===== config.mk =====
export PLATFORM = sky130hd
export DESIGN_NAME = dsop_status
export DESIGN_NICKNAME = d
export VERILOG_FILES = /design/src/dsop_pkg.sv /design/src/dsop_status.sv
export SDC_FILE = /design/constraint.sdc
export NUM_CORES = 1
export LEC_CHECK = 0
export BUFFER_PORTS_ARGS = -buffer_cell sky130_fd_sc_hd__buf_2
export CAP_MARGIN = 10
export CORE_MARGIN = 2
export CORE_UTILIZATION = 40
export DETAILED_ROUTE_END_ITERATION = 12
export MAX_ROUTING_LAYER = met4
export PLACE_DENSITY = 0.67
export SYNTH_ARGS = -nofsm -noshare
export SYNTH_HDL_FRONTEND = slang
export SYNTH_SLANG_ARGS = --single-unit

===== constraint.sdc =====
create_clock -name clk -period 3.59 [get_ports clk]
set_input_delay 0.5385 -clock clk [delete_from_list [all_inputs] [get_ports clk]]
set_output_delay 0.5385 -clock clk [all_outputs]
set_load 0.03 [all_outputs]

===== src/dsop_pkg.sv =====
// constants, command codes and carriers for the device status and opc block
package dsop_pkg;
	// device status bit positions
	localparam int DS_A_PRES  = 1;
	localparam int DS_B_PRES  = 2;
	localparam int DS_A_ERR   = 3;
	localparam int DS_B_ERR   = 4;
	localparam int DS_A_REAR  = 5;
	localparam int DS_B_REAR  = 6;
	localparam int DS_C_PRES  = 7;
	localparam int DS_D_PRES  = 8;
	localparam int DS_EVT_LO  = 11;
	localparam int DS_EVT_HI  = 14;
	// positions that follow a condition, and event-only positions
	localparam logic [15:0] DS_COND_MASK = 16'h01FE;
	localparam logic [15:0] DS_EVT_MASK  = 16'h7800;
	// standard event status and status byte positions
	localparam int ESR_OPC_BIT = 0;
	localparam int STB_DEV_BIT = 0;
	localparam int STB_ESB_BIT = 5;
	localparam int STB_MSS_BIT = 6;
	localparam logic [7:0] SRE_MASK  = 8'hBF;
	localparam logic [7:0] OPC_ASCII = 8'h31;
	// reset values
	localparam logic [15:0] DS_ENABLE_RST = 16'h0000;
	localparam logic [15:0] DS_PTR_RST    = 16'h7FFF;
	localparam logic [15:0] DS_NTR_RST    = 16'h0000;

	// host-side operations decoded by the command parser
	typedef enum logic [3:0] {
		DSOP_NOP,
		DSOP_RD_COND,
		DSOP_RD_EVENT,
		DSOP_WR_ENABLE,
		DSOP_WR_PTR,
		DSOP_WR_NTR,
		DSOP_CLS,
		DSOP_WR_ESE,
		DSOP_WR_SRE,
		DSOP_RD_ESR,
		DSOP_OPC,
		DSOP_OPC_QUERY,
		DSOP_STB_QUERY,
		DSOP_DEV_CLEAR
	} dsop_op_t;

	typedef struct packed {
		logic        valid;
		dsop_op_t    op;
		logic [15:0] data;
	} dsop_cmd_t;

	// raw sensor pins, channels a..d in bits 0..3 of present, a..b in bits 0..1 of the others
	typedef struct packed {
		logic [3:0] present;
		logic [1:0] eeprom_fail;
		logic [1:0] front;
		logic [1:0] rear;
	} dsop_sense_t;
endpackage


===== src/dsop_status.sv =====
// device status group, standard event status, status byte and opc logic
`timescale 1ns/100ps
`default_nettype none
module dsop_status
	import dsop_pkg::*;
(
	// clock and reset
	input  wire logic        clk,
	input  wire logic        arst_n,
	// sensor pins and event strobes
	input  wire dsop_sense_t sense,
	input  wire logic [3:0]  event_pulse,
	input  wire logic        ops_busy,
	// decoded host command
	input  wire dsop_cmd_t   cmd,
	// command answer
	output logic             resp_valid,
	output logic [15:0]      resp_data,
	// output queue toward the host link
	output logic             oq_valid,
	output logic [7:0]       oq_data,
	input  wire logic        oq_take,
	// service request
	output logic             srq
);
	logic        rst_meta;
	logic        rst_n;
	dsop_sense_t sense_meta;
	dsop_sense_t sense_sync;
	logic [15:0] cond;
	logic [15:0] cond_prev;
	logic [15:0] next_cond_prev;
	logic [15:0] evt;
	logic [15:0] next_evt;
	logic [15:0] ds_en;
	logic [15:0] next_ds_en;
	logic [15:0] ptr;
	logic [15:0] next_ptr;
	logic [15:0] ntr;
	logic [15:0] next_ntr;
	logic [7:0]  esr;
	logic [7:0]  next_esr;
	logic [7:0]  ese;
	logic [7:0]  next_ese;
	logic [7:0]  sre;
	logic [7:0]  next_sre;
	logic [7:0]  stb;
	logic        opc_pend;
	logic        next_opc_pend;
	logic        oqry_pend;
	logic        next_oqry_pend;
	logic        next_resp_valid;
	logic [15:0] next_resp_data;
	logic        next_oq_valid;
	logic [7:0]  next_oq_data;
	logic        next_srq;

	// reset release through two flops, assertion stays asynchronous
	always_ff @(posedge clk or negedge arst_n) begin
		if (!arst_n) begin
			rst_meta <= 1'b0;
			rst_n    <= 1'b0;
		end else begin
			rst_meta <= 1'b1;
			rst_n    <= rst_meta;
		end
	end

	// sensor pins are asynchronous to clk: two flops before use
	always_ff @(posedge clk or negedge rst_n) begin
		if (!rst_n) begin
			sense_meta <= '0;
			sense_sync <= '0;
		end else begin
			sense_meta <= sense;
			sense_sync <= sense_meta;
		end
	end

	// condition word from synchronised pins
	always_comb begin
		cond = 16'h0000;
		cond[DS_A_PRES] = sense_sync.present[0];
		cond[DS_B_PRES] = sense_sync.present[1];
		cond[DS_C_PRES] = sense_sync.present[2];
		cond[DS_D_PRES] = sense_sync.present[3];
		cond[DS_A_ERR] = sense_sync.eeprom_fail[0]
			| (sense_sync.front[0] & sense_sync.rear[0]);
		cond[DS_B_ERR] = sense_sync.eeprom_fail[1]
			| (sense_sync.front[1] & sense_sync.rear[1]);
		cond[DS_A_REAR] = sense_sync.rear[0];
		cond[DS_B_REAR] = sense_sync.rear[1];
	end

	// status byte: summaries only, nothing in it is stored or cleared
	always_comb begin
		stb = 8'h00;
		stb[STB_DEV_BIT] = |(evt & ds_en);
		stb[STB_ESB_BIT] = |(esr & ese);
		stb[STB_MSS_BIT] = |(stb & sre & SRE_MASK);
	end

	// next state for registers, answers and queue
	always_comb begin
		next_cond_prev  = cond;
		next_evt        = evt;
		next_ds_en      = ds_en;
		next_ptr        = ptr;
		next_ntr        = ntr;
		next_esr        = esr;
		next_ese        = ese;
		next_sre        = sre;
		next_opc_pend   = opc_pend;
		next_oqry_pend  = oqry_pend;
		next_resp_valid = 1'b0;
		next_resp_data  = 16'h0000;
		next_oq_valid   = oq_valid & ~oq_take;
		next_oq_data    = oq_data;

		// clears first, so that a same-cycle event set wins below
		if (cmd.valid) begin
			case (cmd.op)
				DSOP_RD_COND: begin
					next_resp_valid = 1'b1;
					next_resp_data  = cond;
				end
				// read returns latched bits then clears
				DSOP_RD_EVENT: begin
					next_resp_valid = 1'b1;
					next_resp_data  = evt;
					next_evt        = 16'h0000;
				end
				DSOP_WR_ENABLE: next_ds_en = cmd.data & (DS_COND_MASK | DS_EVT_MASK);
				DSOP_WR_PTR:    next_ptr = cmd.data & DS_COND_MASK;
				DSOP_WR_NTR:    next_ntr = cmd.data & DS_COND_MASK;
				// clear status also cancels a waiting opc command
				DSOP_CLS: begin
					next_evt      = 16'h0000;
					next_esr      = 8'h00;
					next_opc_pend = 1'b0;
				end
				DSOP_WR_ESE:    next_ese = cmd.data[7:0];
				DSOP_WR_SRE:    next_sre = cmd.data[7:0] & SRE_MASK;
				DSOP_RD_ESR: begin
					next_resp_valid = 1'b1;
					next_resp_data  = {8'h00, esr};
					next_esr        = 8'h00;
				end
				DSOP_OPC:       next_opc_pend = 1'b1;
				DSOP_OPC_QUERY: next_oqry_pend = 1'b1;
				// status byte read, no side effect
				DSOP_STB_QUERY: begin
					next_resp_valid = 1'b1;
					next_resp_data  = {8'h00, stb};
				end
				// device clear empties the output queue
				DSOP_DEV_CLEAR: begin
					next_oq_valid  = 1'b0;
					next_oqry_pend = 1'b0;
				end
				default: next_resp_valid = 1'b0;
			endcase
		end

		// filters act on condition positions only
		next_evt = next_evt
			| (ptr & cond & ~cond_prev & DS_COND_MASK)
			| (ntr & ~cond & cond_prev & DS_COND_MASK);
		next_evt[DS_EVT_HI:DS_EVT_LO] = next_evt[DS_EVT_HI:DS_EVT_LO]
			| event_pulse;
		// unused positions never hold a bit
		next_evt = next_evt & (DS_COND_MASK | DS_EVT_MASK);

		// completion of pending work sets esr opc bit
		if (opc_pend && !ops_busy) begin
			next_esr[ESR_OPC_BIT] = 1'b1;
			next_opc_pend         = 1'b0;
		end
		// queue ascii one once nothing is pending
		if (oqry_pend && !ops_busy && !(cmd.valid
			&& cmd.op == DSOP_DEV_CLEAR)) begin
			next_oq_valid  = 1'b1;
			next_oq_data   = OPC_ASCII;
			next_oqry_pend = 1'b0;
		end
		// request service while mss is set
		next_srq = stb[STB_MSS_BIT];
	end

	// register all state
	always_ff @(posedge clk or negedge rst_n) begin
		if (!rst_n) begin
			cond_prev  <= 16'h0000;
			evt        <= 16'h0000;
			ds_en      <= DS_ENABLE_RST;
			ptr        <= DS_PTR_RST & DS_COND_MASK;
			ntr        <= DS_NTR_RST;
			esr        <= 8'h00;
			ese        <= 8'h00;
			sre        <= 8'h00;
			opc_pend   <= 1'b0;
			oqry_pend  <= 1'b0;
			resp_valid <= 1'b0;
			resp_data  <= 16'h0000;
			oq_valid   <= 1'b0;
			oq_data    <= 8'h00;
			srq        <= 1'b0;
		end else begin
			cond_prev  <= next_cond_prev;
			evt        <= next_evt;
			ds_en      <= next_ds_en;
			ptr        <= next_ptr;
			ntr        <= next_ntr;
			esr        <= next_esr;
			ese        <= next_ese;
			sre        <= next_sre;
			opc_pend   <= next_opc_pend;
			oqry_pend  <= next_oqry_pend;
			resp_valid <= next_resp_valid;
			resp_data  <= next_resp_data;
			oq_valid   <= next_oq_valid;
			oq_data    <= next_oq_data;
			srq        <= next_srq;
		end
	end
endmodule
`default_nettype wire


==> impl_metrics.env, run 1 <==
export IMPL_outcome="finished, final reports clean"
export IMPL_drv_slew=0
export IMPL_yosysSeqAreaShare_pct=66.3
export IMPL_largest_net_degree_at_the_start_of_global_routing=92
export IMPL_cp_data_arrival_time_ns=2.03
export IMPL_wire_per_inst_um=15.2
export IMPL_synth_ff_latch_count=93
export IMPL_total_of_buffers_placed_on_input_and_output_ports=54
export IMPL_setup_ws_ns=1.80
export IMPL_max_slew_margin_pct=58.3
export IMPL_clk_pin_slew_worst_paths_ns=0.09
export IMPL_grt_pass1_vias=2163
export IMPL_post_synth_instance_area_um2=3530
export IMPL_finalNetCount=356
export IMPL_fin_skew_ns=0.00724
export IMPL_layout_common_cells="dfrtp_1 (84), buf_2 (54), nand2_1 (24), mux2_2 (22), nor2_1 (13)"
export IMPL_fin_setup_tns_ns=0
export IMPL_finalWeightedCongestion=0.773
export IMPL_dp_final_hpwl_um=4450
export IMPL_avgViaCountPerCell=4.81
export IMPL_drt_iter0_markers=155
export IMPL_timing_critical_path_required_ns=3.83
export IMPL_die_width_um=97.9
export IMPL_mostFrequentLayoutCell="dfrtp_1"
export IMPL_peak_freq_mhz=559
export IMPL_timing_critical_path_from_type="primary input"
export IMPL_die_area_um2=9580
export IMPL_global_route_usage_total_pct=15.0
export IMPL_vias=2069
export IMPL_gr_total_overflow=0
export IMPL_grt_antenna_before_repair=0
export IMPL_avgSynthCellArea_um2=13.8
export IMPL_dp_slack_ns=1.43
export IMPL_floorplan_initialDensity_pct=40.8
export IMPL_cts_tree="built"
export IMPL_insertion_delay_ns=0.35
export IMPL_syn2layout_area_growth_pct=17.1
export IMPL_ys_flop_type="dfrtp_1"
export IMPL_grt_setup_unrepaired="false"
export IMPL_clk_path_buf_depth=2
export IMPL_report_final_hold_viol_count=0
export IMPL_grt_first_pass_wirelength_um=10800
export IMPL_finalCriticalPeriod_ns=1.79
export IMPL_cts_made_buffers=9
export IMPL_number_of_unique_standard_cell_types_used_by_synthesis=41
export IMPL_worstHoldPathType="flop to async pin"
export IMPL_crit_fanout=13
export IMPL_drtAntennaViolNets=0
export IMPL_synth_async_sr_flop_share_pct=100
export IMPL_setup_viol_count_final=0
export IMPL_route_detailed_drc=0
export IMPL_clockRootBuffer="clkbuf_8"
export IMPL_maxCapViolations=0
export IMPL_layout_drive_gt1_share_pct=37.3
export IMPL_placementRows=34
export IMPL_io_pins=66
export IMPL_worst_setup_path_end_kind="flop"
export IMPL_drt_total_wl_um=6550
export IMPL_level_count_of_the_clock_h_tree=3
export IMPL_clock_sinks=93
export IMPL_worst_pin_slew_ns=0.620
export IMPL_num_antenna_cells=0
export IMPL_syn_instance_count=256
export IMPL_synth_warning_count=0
export IMPL_power_density_nw_per_um2=577
export IMPL_setup_worst_path_class="primary input to flop"
export IMPL_cellLeakagePower_uw=0.00195
export IMPL_drt_first_pass_iters=4
export IMPL_dieHeight_um=97.9
export IMPL_synth_edf_count=0
export IMPL_power_ir_vdd_worst_uv=246
export IMPL_area_of_the_core_um2=8640
export IMPL_finalCritPeriodShare_pct=49.8
synthesized netlist by cell type (3+ instances only):
| cell type | count | area, um^2 |
|---|---|---|
| mux2_4 | 10 | 150 |
| nor3_1 | 4 | 20.0 |
| o22ai_1 | 6 | 37.5 |
| buf_4 | 10 | 75.1 |
| nor2_1 | 13 | 48.8 |
| inv_1 | 3 | 11.3 |
| a21o_1 | 12 | 90.1 |
| and2_1 | 4 | 25.0 |
| a21oi_1 | 4 | 20.0 |
| buf_2 | 3 | 15.0 |
| a22oi_1 | 12 | 90.1 |
| nand2_1 | 24 | 90.1 |
| dfstp_2 | 8 | 210 |
| mux2_2 | 22 | 248 |
| dfrtp_1 | 85 | 2130 |
| nand2b_1 | 4 | 25.0 |
final timing paths:
kind                       startpoint             to  slack (ns)  depth (start not counted)
max                           cmd[16]         evt[4]        1.80                          4
min                             rst_n       ds_en[4]        0.27                          0
max reg2reg                  ds_en[8]   resp_data[6]        2.09                          5
min reg2reg                     rst_n       ds_en[4]        0.27                          0
max in group asynchronous       rst_n         ptr[7]        2.65                          1
min in group clk             sense[9]  sense_meta[9]        0.28                          1
per-layer routing:
layer | share of wire (%) | global-route usage [%]
met5 | 0 | -
met3 | 4.2 | 3.22
met1 | 45 | 18.7
met2 | 49 | 23.1
met4 | 2.2 | 8.12
final cells by class:
cell class / instances / area (um^2)
multi-input cells: 152 / 1100
inverters: 3 / 11.3
well taps: 108 / 135
clock buffers: 10 / 128
repair buffers: 58 / 323
flip-flops and latches: 93 / 2340
clock inverters: 6 / 93.8
fillers: 777 / 4510
cell families (layout without fill, tap and decap cells):
| kind of cell | count (synthesis) | count (layout) | synth area share [%] |
|---|---|---|---|
| compound gates | 47 | 47 | 9.76 |
| buf+inv | 18 | 77 | 3.30 |
| flops | 93 | 93 | 66.3 |
| mux | 32 | 32 | 11.3 |
| other cells | 2 | 9 | 0.213 |
| simple gates | 64 | 64 | 9.16 |
worst max-delay path, cell delays in order:
cell,delay (ns)
buf_2,0.14
nand2b_1,0.25
or3b_1,0.67
a221o_1,0.43
power breakdown:
part           total [uW]  internal, uW  switching, uW
registers            1300          1200           96.2
clock network         763           400            363
logic                 320           165            155
repair_timing:
action	4_1_cts	5_1_grt
resized for setup	0	0
setup buffers	0	0
hold endpoints to repair	2	0
hold buffers	1	0
setup endpoints to repair	0	0
through the flow:
stage	hold slack [ns]	total power, uW	instance area, um^2	instances	util [%]
after floorplan	0.243	1550	3550	263	-
after global placement	0.323	1620	3870	412	44.8
after detailed placement	0.327	1640	3870	412	44.8
after CTS	0.260	2410	4100	429	47.5
after global routing	0.257	2510	4130	430	47.8
final	0.266	2380	4130	430	47.8
flip-flops by register name, indices dropped and copies added (netlist names), 2 cells and up:
register,cells
resp_data,13
ds_en,12
evt,12
sense_meta,10
cond_prev,8
ntr,8
ptr,8
cond,6
sense_sync,4
sre,2
(Power assumes the default switching activity.)
==> run 2, diff against run 1 <==
--- a/config.mk
+++ b/config.mk
@@ -11,7 +11,7 @@
 export CORE_UTILIZATION = 40
 export DETAILED_ROUTE_END_ITERATION = 12
 export MAX_ROUTING_LAYER = met4
-export PLACE_DENSITY = 0.67
+export PLACE_DENSITY = 0.69
 export SYNTH_ARGS = -nofsm -noshare
 export SYNTH_HDL_FRONTEND = slang
 export SYNTH_SLANG_ARGS = --single-unit
==> constraint.sdc (replaced) <==
create_clock -name clk -period 1.59 [get_ports clk]
set_input_delay 0.2385 -clock clk [delete_from_list [all_inputs] [get_ports clk]]
set_output_delay 0.2385 -clock clk [all_outputs]
set_load 0.03 [all_outputs]
==> run 2 against run 1 <==
Net effect:
- final area grew 4.5%
- wire length grew 0.61%
- clock-buffer cell count is the same
- global-route usage grew 0.19 points
- die area is the same
- first-iteration DRC count shrank 45%
- critical endpoint is now resp_data[6]
- via count grew 6.3%
- non-clock buffer count grew 21
- critical path depth grew 1
- core utilization grew 2.2 points
- sequential power grew 120%
- largest cell class unchanged
==> impl_metrics.env, run 2 (synthesized netlist as in run 1, its figures left out) <==
export IMPL_clock_sinks=93
export IMPL_finalCritPeriodShare_pct=90.7
export IMPL_placementRows=34
export IMPL_worst_pin_slew_ns=0.518
export IMPL_worstHoldPathType="primary input to flop"
export IMPL_crit_fanout=3
export IMPL_cts_made_buffers=9
export IMPL_maxCapViolations=0
export IMPL_cp_data_arrival_time_ns=1.69
export IMPL_mostFrequentLayoutCell="dfrtp_1"
export IMPL_vias=2199
export IMPL_timing_reg2reg_worst_path_depth=5
export IMPL_critical_path_max_stage_delay_ns=0.42
export IMPL_fin_skew_ns=0.0117
export IMPL_p_total_uw=5360
export IMPL_clk_path_buf_depth=2
export IMPL_fin_setup_tns_ns=0
export IMPL_syn2layout_area_growth_pct=22.5
export IMPL_drt_total_wl_um=6590
export IMPL_power_ir_vdd_worst_uv=474
export IMPL_regMostFlops="resp_data"
export IMPL_route_detailed_drc=0
export IMPL_finalNetCount=377
export IMPL_post_cts_repair_setup_buffers=0
export IMPL_total_of_buffers_placed_on_input_and_output_ports=54
export IMPL_wire_per_inst_um=14.6
export IMPL_largest_reg_flops=13
export IMPL_r2r_start="evt[3]"
export IMPL_dp_final_hpwl_um=4640
export IMPL_crit_path_start="evt[3]"
export IMPL_timing_critical_path_cells="a22oi_1, nand2_1, o31ai_2, a21boi_0, o21ba_2"
export IMPL_global_route_usage_total_pct=15.2
export IMPL_level_count_of_the_clock_h_tree=3
export IMPL_grt_setup_unrepaired="false"
export IMPL_grt_first_pass_wirelength_um=11000
export IMPL_layout_common_cells="dfrtp_1 (84), buf_2 (54), nand2_1 (24), mux2_2 (22), nor2_1 (13)"
export IMPL_num_antenna_cells=0
export IMPL_area_of_the_core_um2=8640
export IMPL_drtAntennaViolNets=0
export IMPL_insertion_delay_ns=0.36
export IMPL_setup_reg_to_reg_worst_slack_ns=0.15
export IMPL_cp_endpoint="resp_data[6]"
export IMPL_floorplan_initialDensity_pct=40.8
export IMPL_report_final_hold_viol_count=0
export IMPL_timing_critical_path_from_type="flop"
export IMPL_finalCriticalPeriod_ns=1.44
export IMPL_clockRootBuffer="clkbuf_8"
export IMPL_cellLeakagePower_uw=0.00204
export IMPL_io_pins=66
export IMPL_clk_pin_slew_worst_paths_ns=0.10
export IMPL_timing_rr_end="resp_data[6]"
export IMPL_critical_path_slowest_cell="dfrtp_1"
export IMPL_drv_slew=0
export IMPL_die_width_um=97.9
export IMPL_setup_worst_path_class="flop to flop"
export IMPL_peak_freq_mhz=693
export IMPL_nFillCells=778
export IMPL_die_area_um2=9580
export IMPL_outcome="finished, final reports clean"
export IMPL_drt_first_pass_iters=4
export IMPL_avgViaCountPerCell=4.88
export IMPL_setup_viol_count_final=0
export IMPL_grt_antenna_before_repair=0
export IMPL_drt_iter0_markers=85
export IMPL_largest_net_degree_at_the_start_of_global_routing=85
export IMPL_timing_critical_path_required_ns=1.84
export IMPL_finalWeightedCongestion=0.791
export IMPL_grt_pass1_vias=2253
export IMPL_max_slew_margin_pct=65.5
export IMPL_power_density_nw_per_um2=1240
export IMPL_dieHeight_um=97.9
export IMPL_worst_setup_path_end_kind="flop"
export IMPL_cts_tree="built"
export IMPL_reg_top3="resp_data (13), ds_en (12), evt (12)"
export IMPL_gr_total_overflow=0
export IMPL_layout_drive_gt1_share_pct=38.8
[run 2: changes by cell type in the layout (fill, tap and decap cells not counted), sizes merged]
cell	delta
dlygate4sd3	+10
inv	+1
buf	+11
bufinv	-1
[run 2: power by group]
| part | internal, uW | switching, uW | leakage [uW] |
|---|---|---|---|
| Sequential | 2720 | 201 | 0.00110 |
| Clock | 803 | 866 | 0.000111 |
| Combinational | 402 | 366 | 0.000825 |
| Total | 3930 | 1430 | 0.00204 |
[run 2: worst max-delay path: cells and delay by family (launching register included)]
kind,cells,cell delay (ns)
AND/OR/NAND/NOR,1,0.11
flip-flops,1,0.42
AO/OA/AOI/OAI,4,0.81
[run 2: per-layer routing]
layer	track usage, %	share of wire [%]	up-vias
li1	-	-	1038
met1	18.9	45	1090
met2	24.4	49	58
met3	2.93	4.5	13
met4	6.62	1.9	0
met5	-	0	-
[run 2: metrics by stage]
stage	instances	util, %	worst slack (ns)	cell area, um^2	hold slack [ns]
2_1_floorplan	263	-	0.0313	3550	-0.0571
3_3_place_gp	424	46.2	0.0266	3990	0.0251
3_5_place_dp	424	46.2	0.0120	3990	0.0278
4_1_cts	451	49.9	0.109	4310	0.0322
5_1_grt	451	50.0	0.0156	4320	0.0401
6_report	451	50.0	0.148	4320	0.0472
[run 2: worst min-delay path by stage]
| stage | startpoint | endpoint | slack [ns] | depth (start not counted) |
|---|---|---|---|---|
| after floorplan | arst_n | rst_meta | -0.06 | 0 |
| after global placement | arst_n | rst_meta | 0.03 | 1 |
| after detailed placement | arst_n | rst_meta | 0.03 | 1 |
| after CTS | event_pulse[1] | evt[12] | 0.03 | 2 |
| after global routing | event_pulse[2] | evt[13] | 0.04 | 2 |
| final | event_pulse[1] | evt[12] | 0.05 | 2 |
[run 2: final cells by class]
type	count	area (um^2)	share of cell area, %
clock buffers	10	138	3.19
inverters	3	11.3	0.261
repair buffers	79	510	11.8
clock inverters	6	78.8	1.83
flip-flops and latches	93	2340	54.2
well taps	108	135	3.13
multi-input cells	152	1100	25.6
[run 2: what timing repair did]
action	CTS	global route
hold buffers	11	0
setup endpoints to repair	0	1
endpoints found under the hold margin	12	0
gates resized for setup	0	1
==> run 3, diff against run 2 <==
--- a/config.mk
+++ b/config.mk
@@ -12,6 +12,7 @@
 export DETAILED_ROUTE_END_ITERATION = 12
 export MAX_ROUTING_LAYER = met4
 export PLACE_DENSITY = 0.69
+export SETUP_SLACK_MARGIN = 0.4
 export SYNTH_ARGS = -nofsm -noshare
 export SYNTH_HDL_FRONTEND = slang
 export SYNTH_SLANG_ARGS = --single-unit
==> run 3 against run 2 <==
Net effect:
- sequential power is 1% higher
- first-iteration DRC count is 2.4% lower
- critical path depth stayed put
- clock skew is 0.0029 ns lower
- worst hold slack worse by 0.0026 ns
- sequential share of layout area is 2.7 points lower
- clock power is 10% lower
- largest power group unchanged
- highest routed layer unchanged
==> impl_metrics.env, run 3 (synthesized netlist as in run 1, its figures left out) <==
export IMPL_reg_top3="resp_data (13), ds_en (12), evt (12)"
export IMPL_die_area_um2=9580
export IMPL_gr_total_overflow=0
export IMPL_route_detailed_drc=0
export IMPL_dp_slack_ns=-0.0231
export IMPL_cts_made_buffers=9
export IMPL_nFillCells=758
export IMPL_timing_critical_path_cells="a22oi_2, nand2_2, o31ai_4, a21boi_1, o21ba_2"
export IMPL_floorplan_initialDensity_pct=40.8
export IMPL_io_pins=66
export IMPL_worst_setup_path_end_kind="flop"
export IMPL_p_switching_uw=1560
export IMPL_power_combinational_fraction_pct=18.1
export IMPL_die_width_um=97.9
export IMPL_seq_power_share_pct=54.3
export IMPL_dp_final_hpwl_um=4720
export IMPL_timing_critical_path_required_ns=1.85
export IMPL_placementRows=34
export IMPL_p_sw_share_pct=28.5
export IMPL_layout_common_cells="dfrtp_1 (82), buf_2 (45), buf_4 (28), nand2_1 (21), mux2_4 (19)"
export IMPL_worstHoldPathType="primary input to flop"
export IMPL_maxCapViolations=0
export IMPL_outcome="finished, final reports clean"
export IMPL_area_of_the_core_um2=8640
export IMPL_drt_total_wl_um=6910
export IMPL_critical_path_max_stage_delay_ns=0.40
export IMPL_cp_data_arrival_time_ns=1.67
export IMPL_timing_critical_path_from_type="flop"
export IMPL_total_of_buffers_placed_on_input_and_output_ports=54
export IMPL_layout_core_utilization_pct=52.7
export IMPL_grt_pass1_vias=2246
export IMPL_worst_path_buf_inv=0
export IMPL_setup_worst_path_class="flop to flop"
export IMPL_report_final_hold_viol_count=0
export IMPL_drv_slew=0
export IMPL_share_clk_of_total_power_pct=27.6
export IMPL_cellLeakagePower_uw=0.00214
export IMPL_clockRootBuffer="clkbuf_8"
export IMPL_drt_iter0_markers=83
export IMPL_drtAntennaViolNets=0
export IMPL_num_antenna_cells=0
export IMPL_fin_skew_ns=0.00875
export IMPL_regMostFlops="resp_data"
export IMPL_layout_drive_gt1_share_pct=45.1
export IMPL_finalCritPeriodShare_pct=88.4
export IMPL_power_ir_vdd_worst_uv=622
export IMPL_power_density_nw_per_um2=1200
export IMPL_largest_reg_flops=13
export IMPL_finalCriticalPeriod_ns=1.40
export IMPL_avgViaCountPerCell=4.88
export IMPL_largest_net_degree_at_the_start_of_global_routing=38
export IMPL_crit_fanout=2
export IMPL_p_total_uw=5450
export IMPL_vias=2268
export IMPL_finalWeightedCongestion=0.766
export IMPL_dieHeight_um=97.9
export IMPL_mostFrequentLayoutCell="dfrtp_1"
export IMPL_clock_sinks=93
export IMPL_fin_setup_tns_ns=0
export IMPL_setup_ws_ns=0.185
export IMPL_critical_path_slowest_cell="dfrtp_1"
export IMPL_worst_path_dominant_cell_family="compound AO/OA/AOI/OAI gates"
export IMPL_global_route_usage_total_pct=15.6
export IMPL_clk_pin_slew_worst_paths_ns=0.10
export IMPL_clk_path_buf_depth=2
export IMPL_insertion_delay_ns=0.36
export IMPL_pint_uw=3890
export IMPL_grt_antenna_before_repair=0
export IMPL_grt_first_pass_wirelength_um=11200
export IMPL_wire_per_inst_um=14.9
export IMPL_level_count_of_the_clock_h_tree=3
export IMPL_peak_freq_mhz=712
export IMPL_syn2layout_area_growth_pct=29.0
export IMPL_setup_viol_count_final=0
export IMPL_cts_tree="built"
export IMPL_grt_setup_unrepaired="true"
export IMPL_drt_first_pass_iters=4
export IMPL_finalNetCount=391
[run 3: cell count changes in the layout (fill, tap and decap cells not counted), moves of 2 or more]
cell	change
buf_4	+16
buf_2	-9
mux2_2	-9
mux2_4	+9
buf_6	+6
a22oi_1	-5
a22oi_2	+5
inv_6	+4
nand2_1	-3
nand2_2	+3
dfrtp_1	-2
dfrtp_2	+2
[run 3: metrics by stage]
step | cell area [um^2] | hold WS [ns] | instances
after floorplan | 3640 | -0.0571 | 263
after global placement | 4080 | 0.0249 | 428
after detailed placement | 4080 | 0.0262 | 428
after CTS | 4450 | 0.0265 | 459
after global routing | 4550 | 0.0189 | 465
final | 4550 | 0.0446 | 465
[run 3: area by class of cell]
class,instances,area [um^2],area share (%)
clock inverter,7,63.8,1.40
tap,108,135,2.97
clock buffer,9,124,2.72
timing repair buffer,93,673,14.8
inverter,3,11.3,0.248
sequential,93,2340,51.5
multi-input combinational,152,1200,26.3
[run 3: layer usage]
metal	GRT usage [%]	vias up	part of all wire, %
met5	-	-	0
met4	3.53	0	0.91
met3	5.58	5	4.7
met2	23.4	60	49
met1	20.7	1127	46
li1	-	1076	-
[run 3: power groups by stage]
| stage | registers, uW | logic (uW) | clock network [uW] |
|---|---|---|---|
| after floorplan | 2980 | 567 | 0 |
| after global placement | 2960 | 779 | 0 |
| after detailed placement | 2980 | 807 | 0 |
| after CTS | 2940 | 913 | 1560 |
| after global routing | 3000 | 1080 | 1680 |
| final | 2960 | 989 | 1500 |
[run 3: final timing paths]
path | startpoint | endpoint | slack (ns) | cells past startpoint
worst max-delay path | evt[8] | resp_data[6] | 0.19 | 5
worst min-delay path | event_pulse[1] | evt[12] | 0.04 | 2
worst max register to register | evt[8] | resp_data[6] | 0.19 | 5
worst min register to register | rst_n | cond_prev[7] | 0.21 | 0
max in group asynchronous | rst_n | ptr[4] | 0.84 | 1
min in group asynchronous | arst_n | rst_n | 0.18 | 2
[run 3: repair_timing]
action / 4_1_cts / 5_1_grt
setup endpoints to repair: 15 / 18
hold buffers: 11 / 0
buffers inserted: 4 / 6
gates resized for setup: 12 / 23
hold endpoints to repair: 12 / 0
pin swaps: 5 / 6
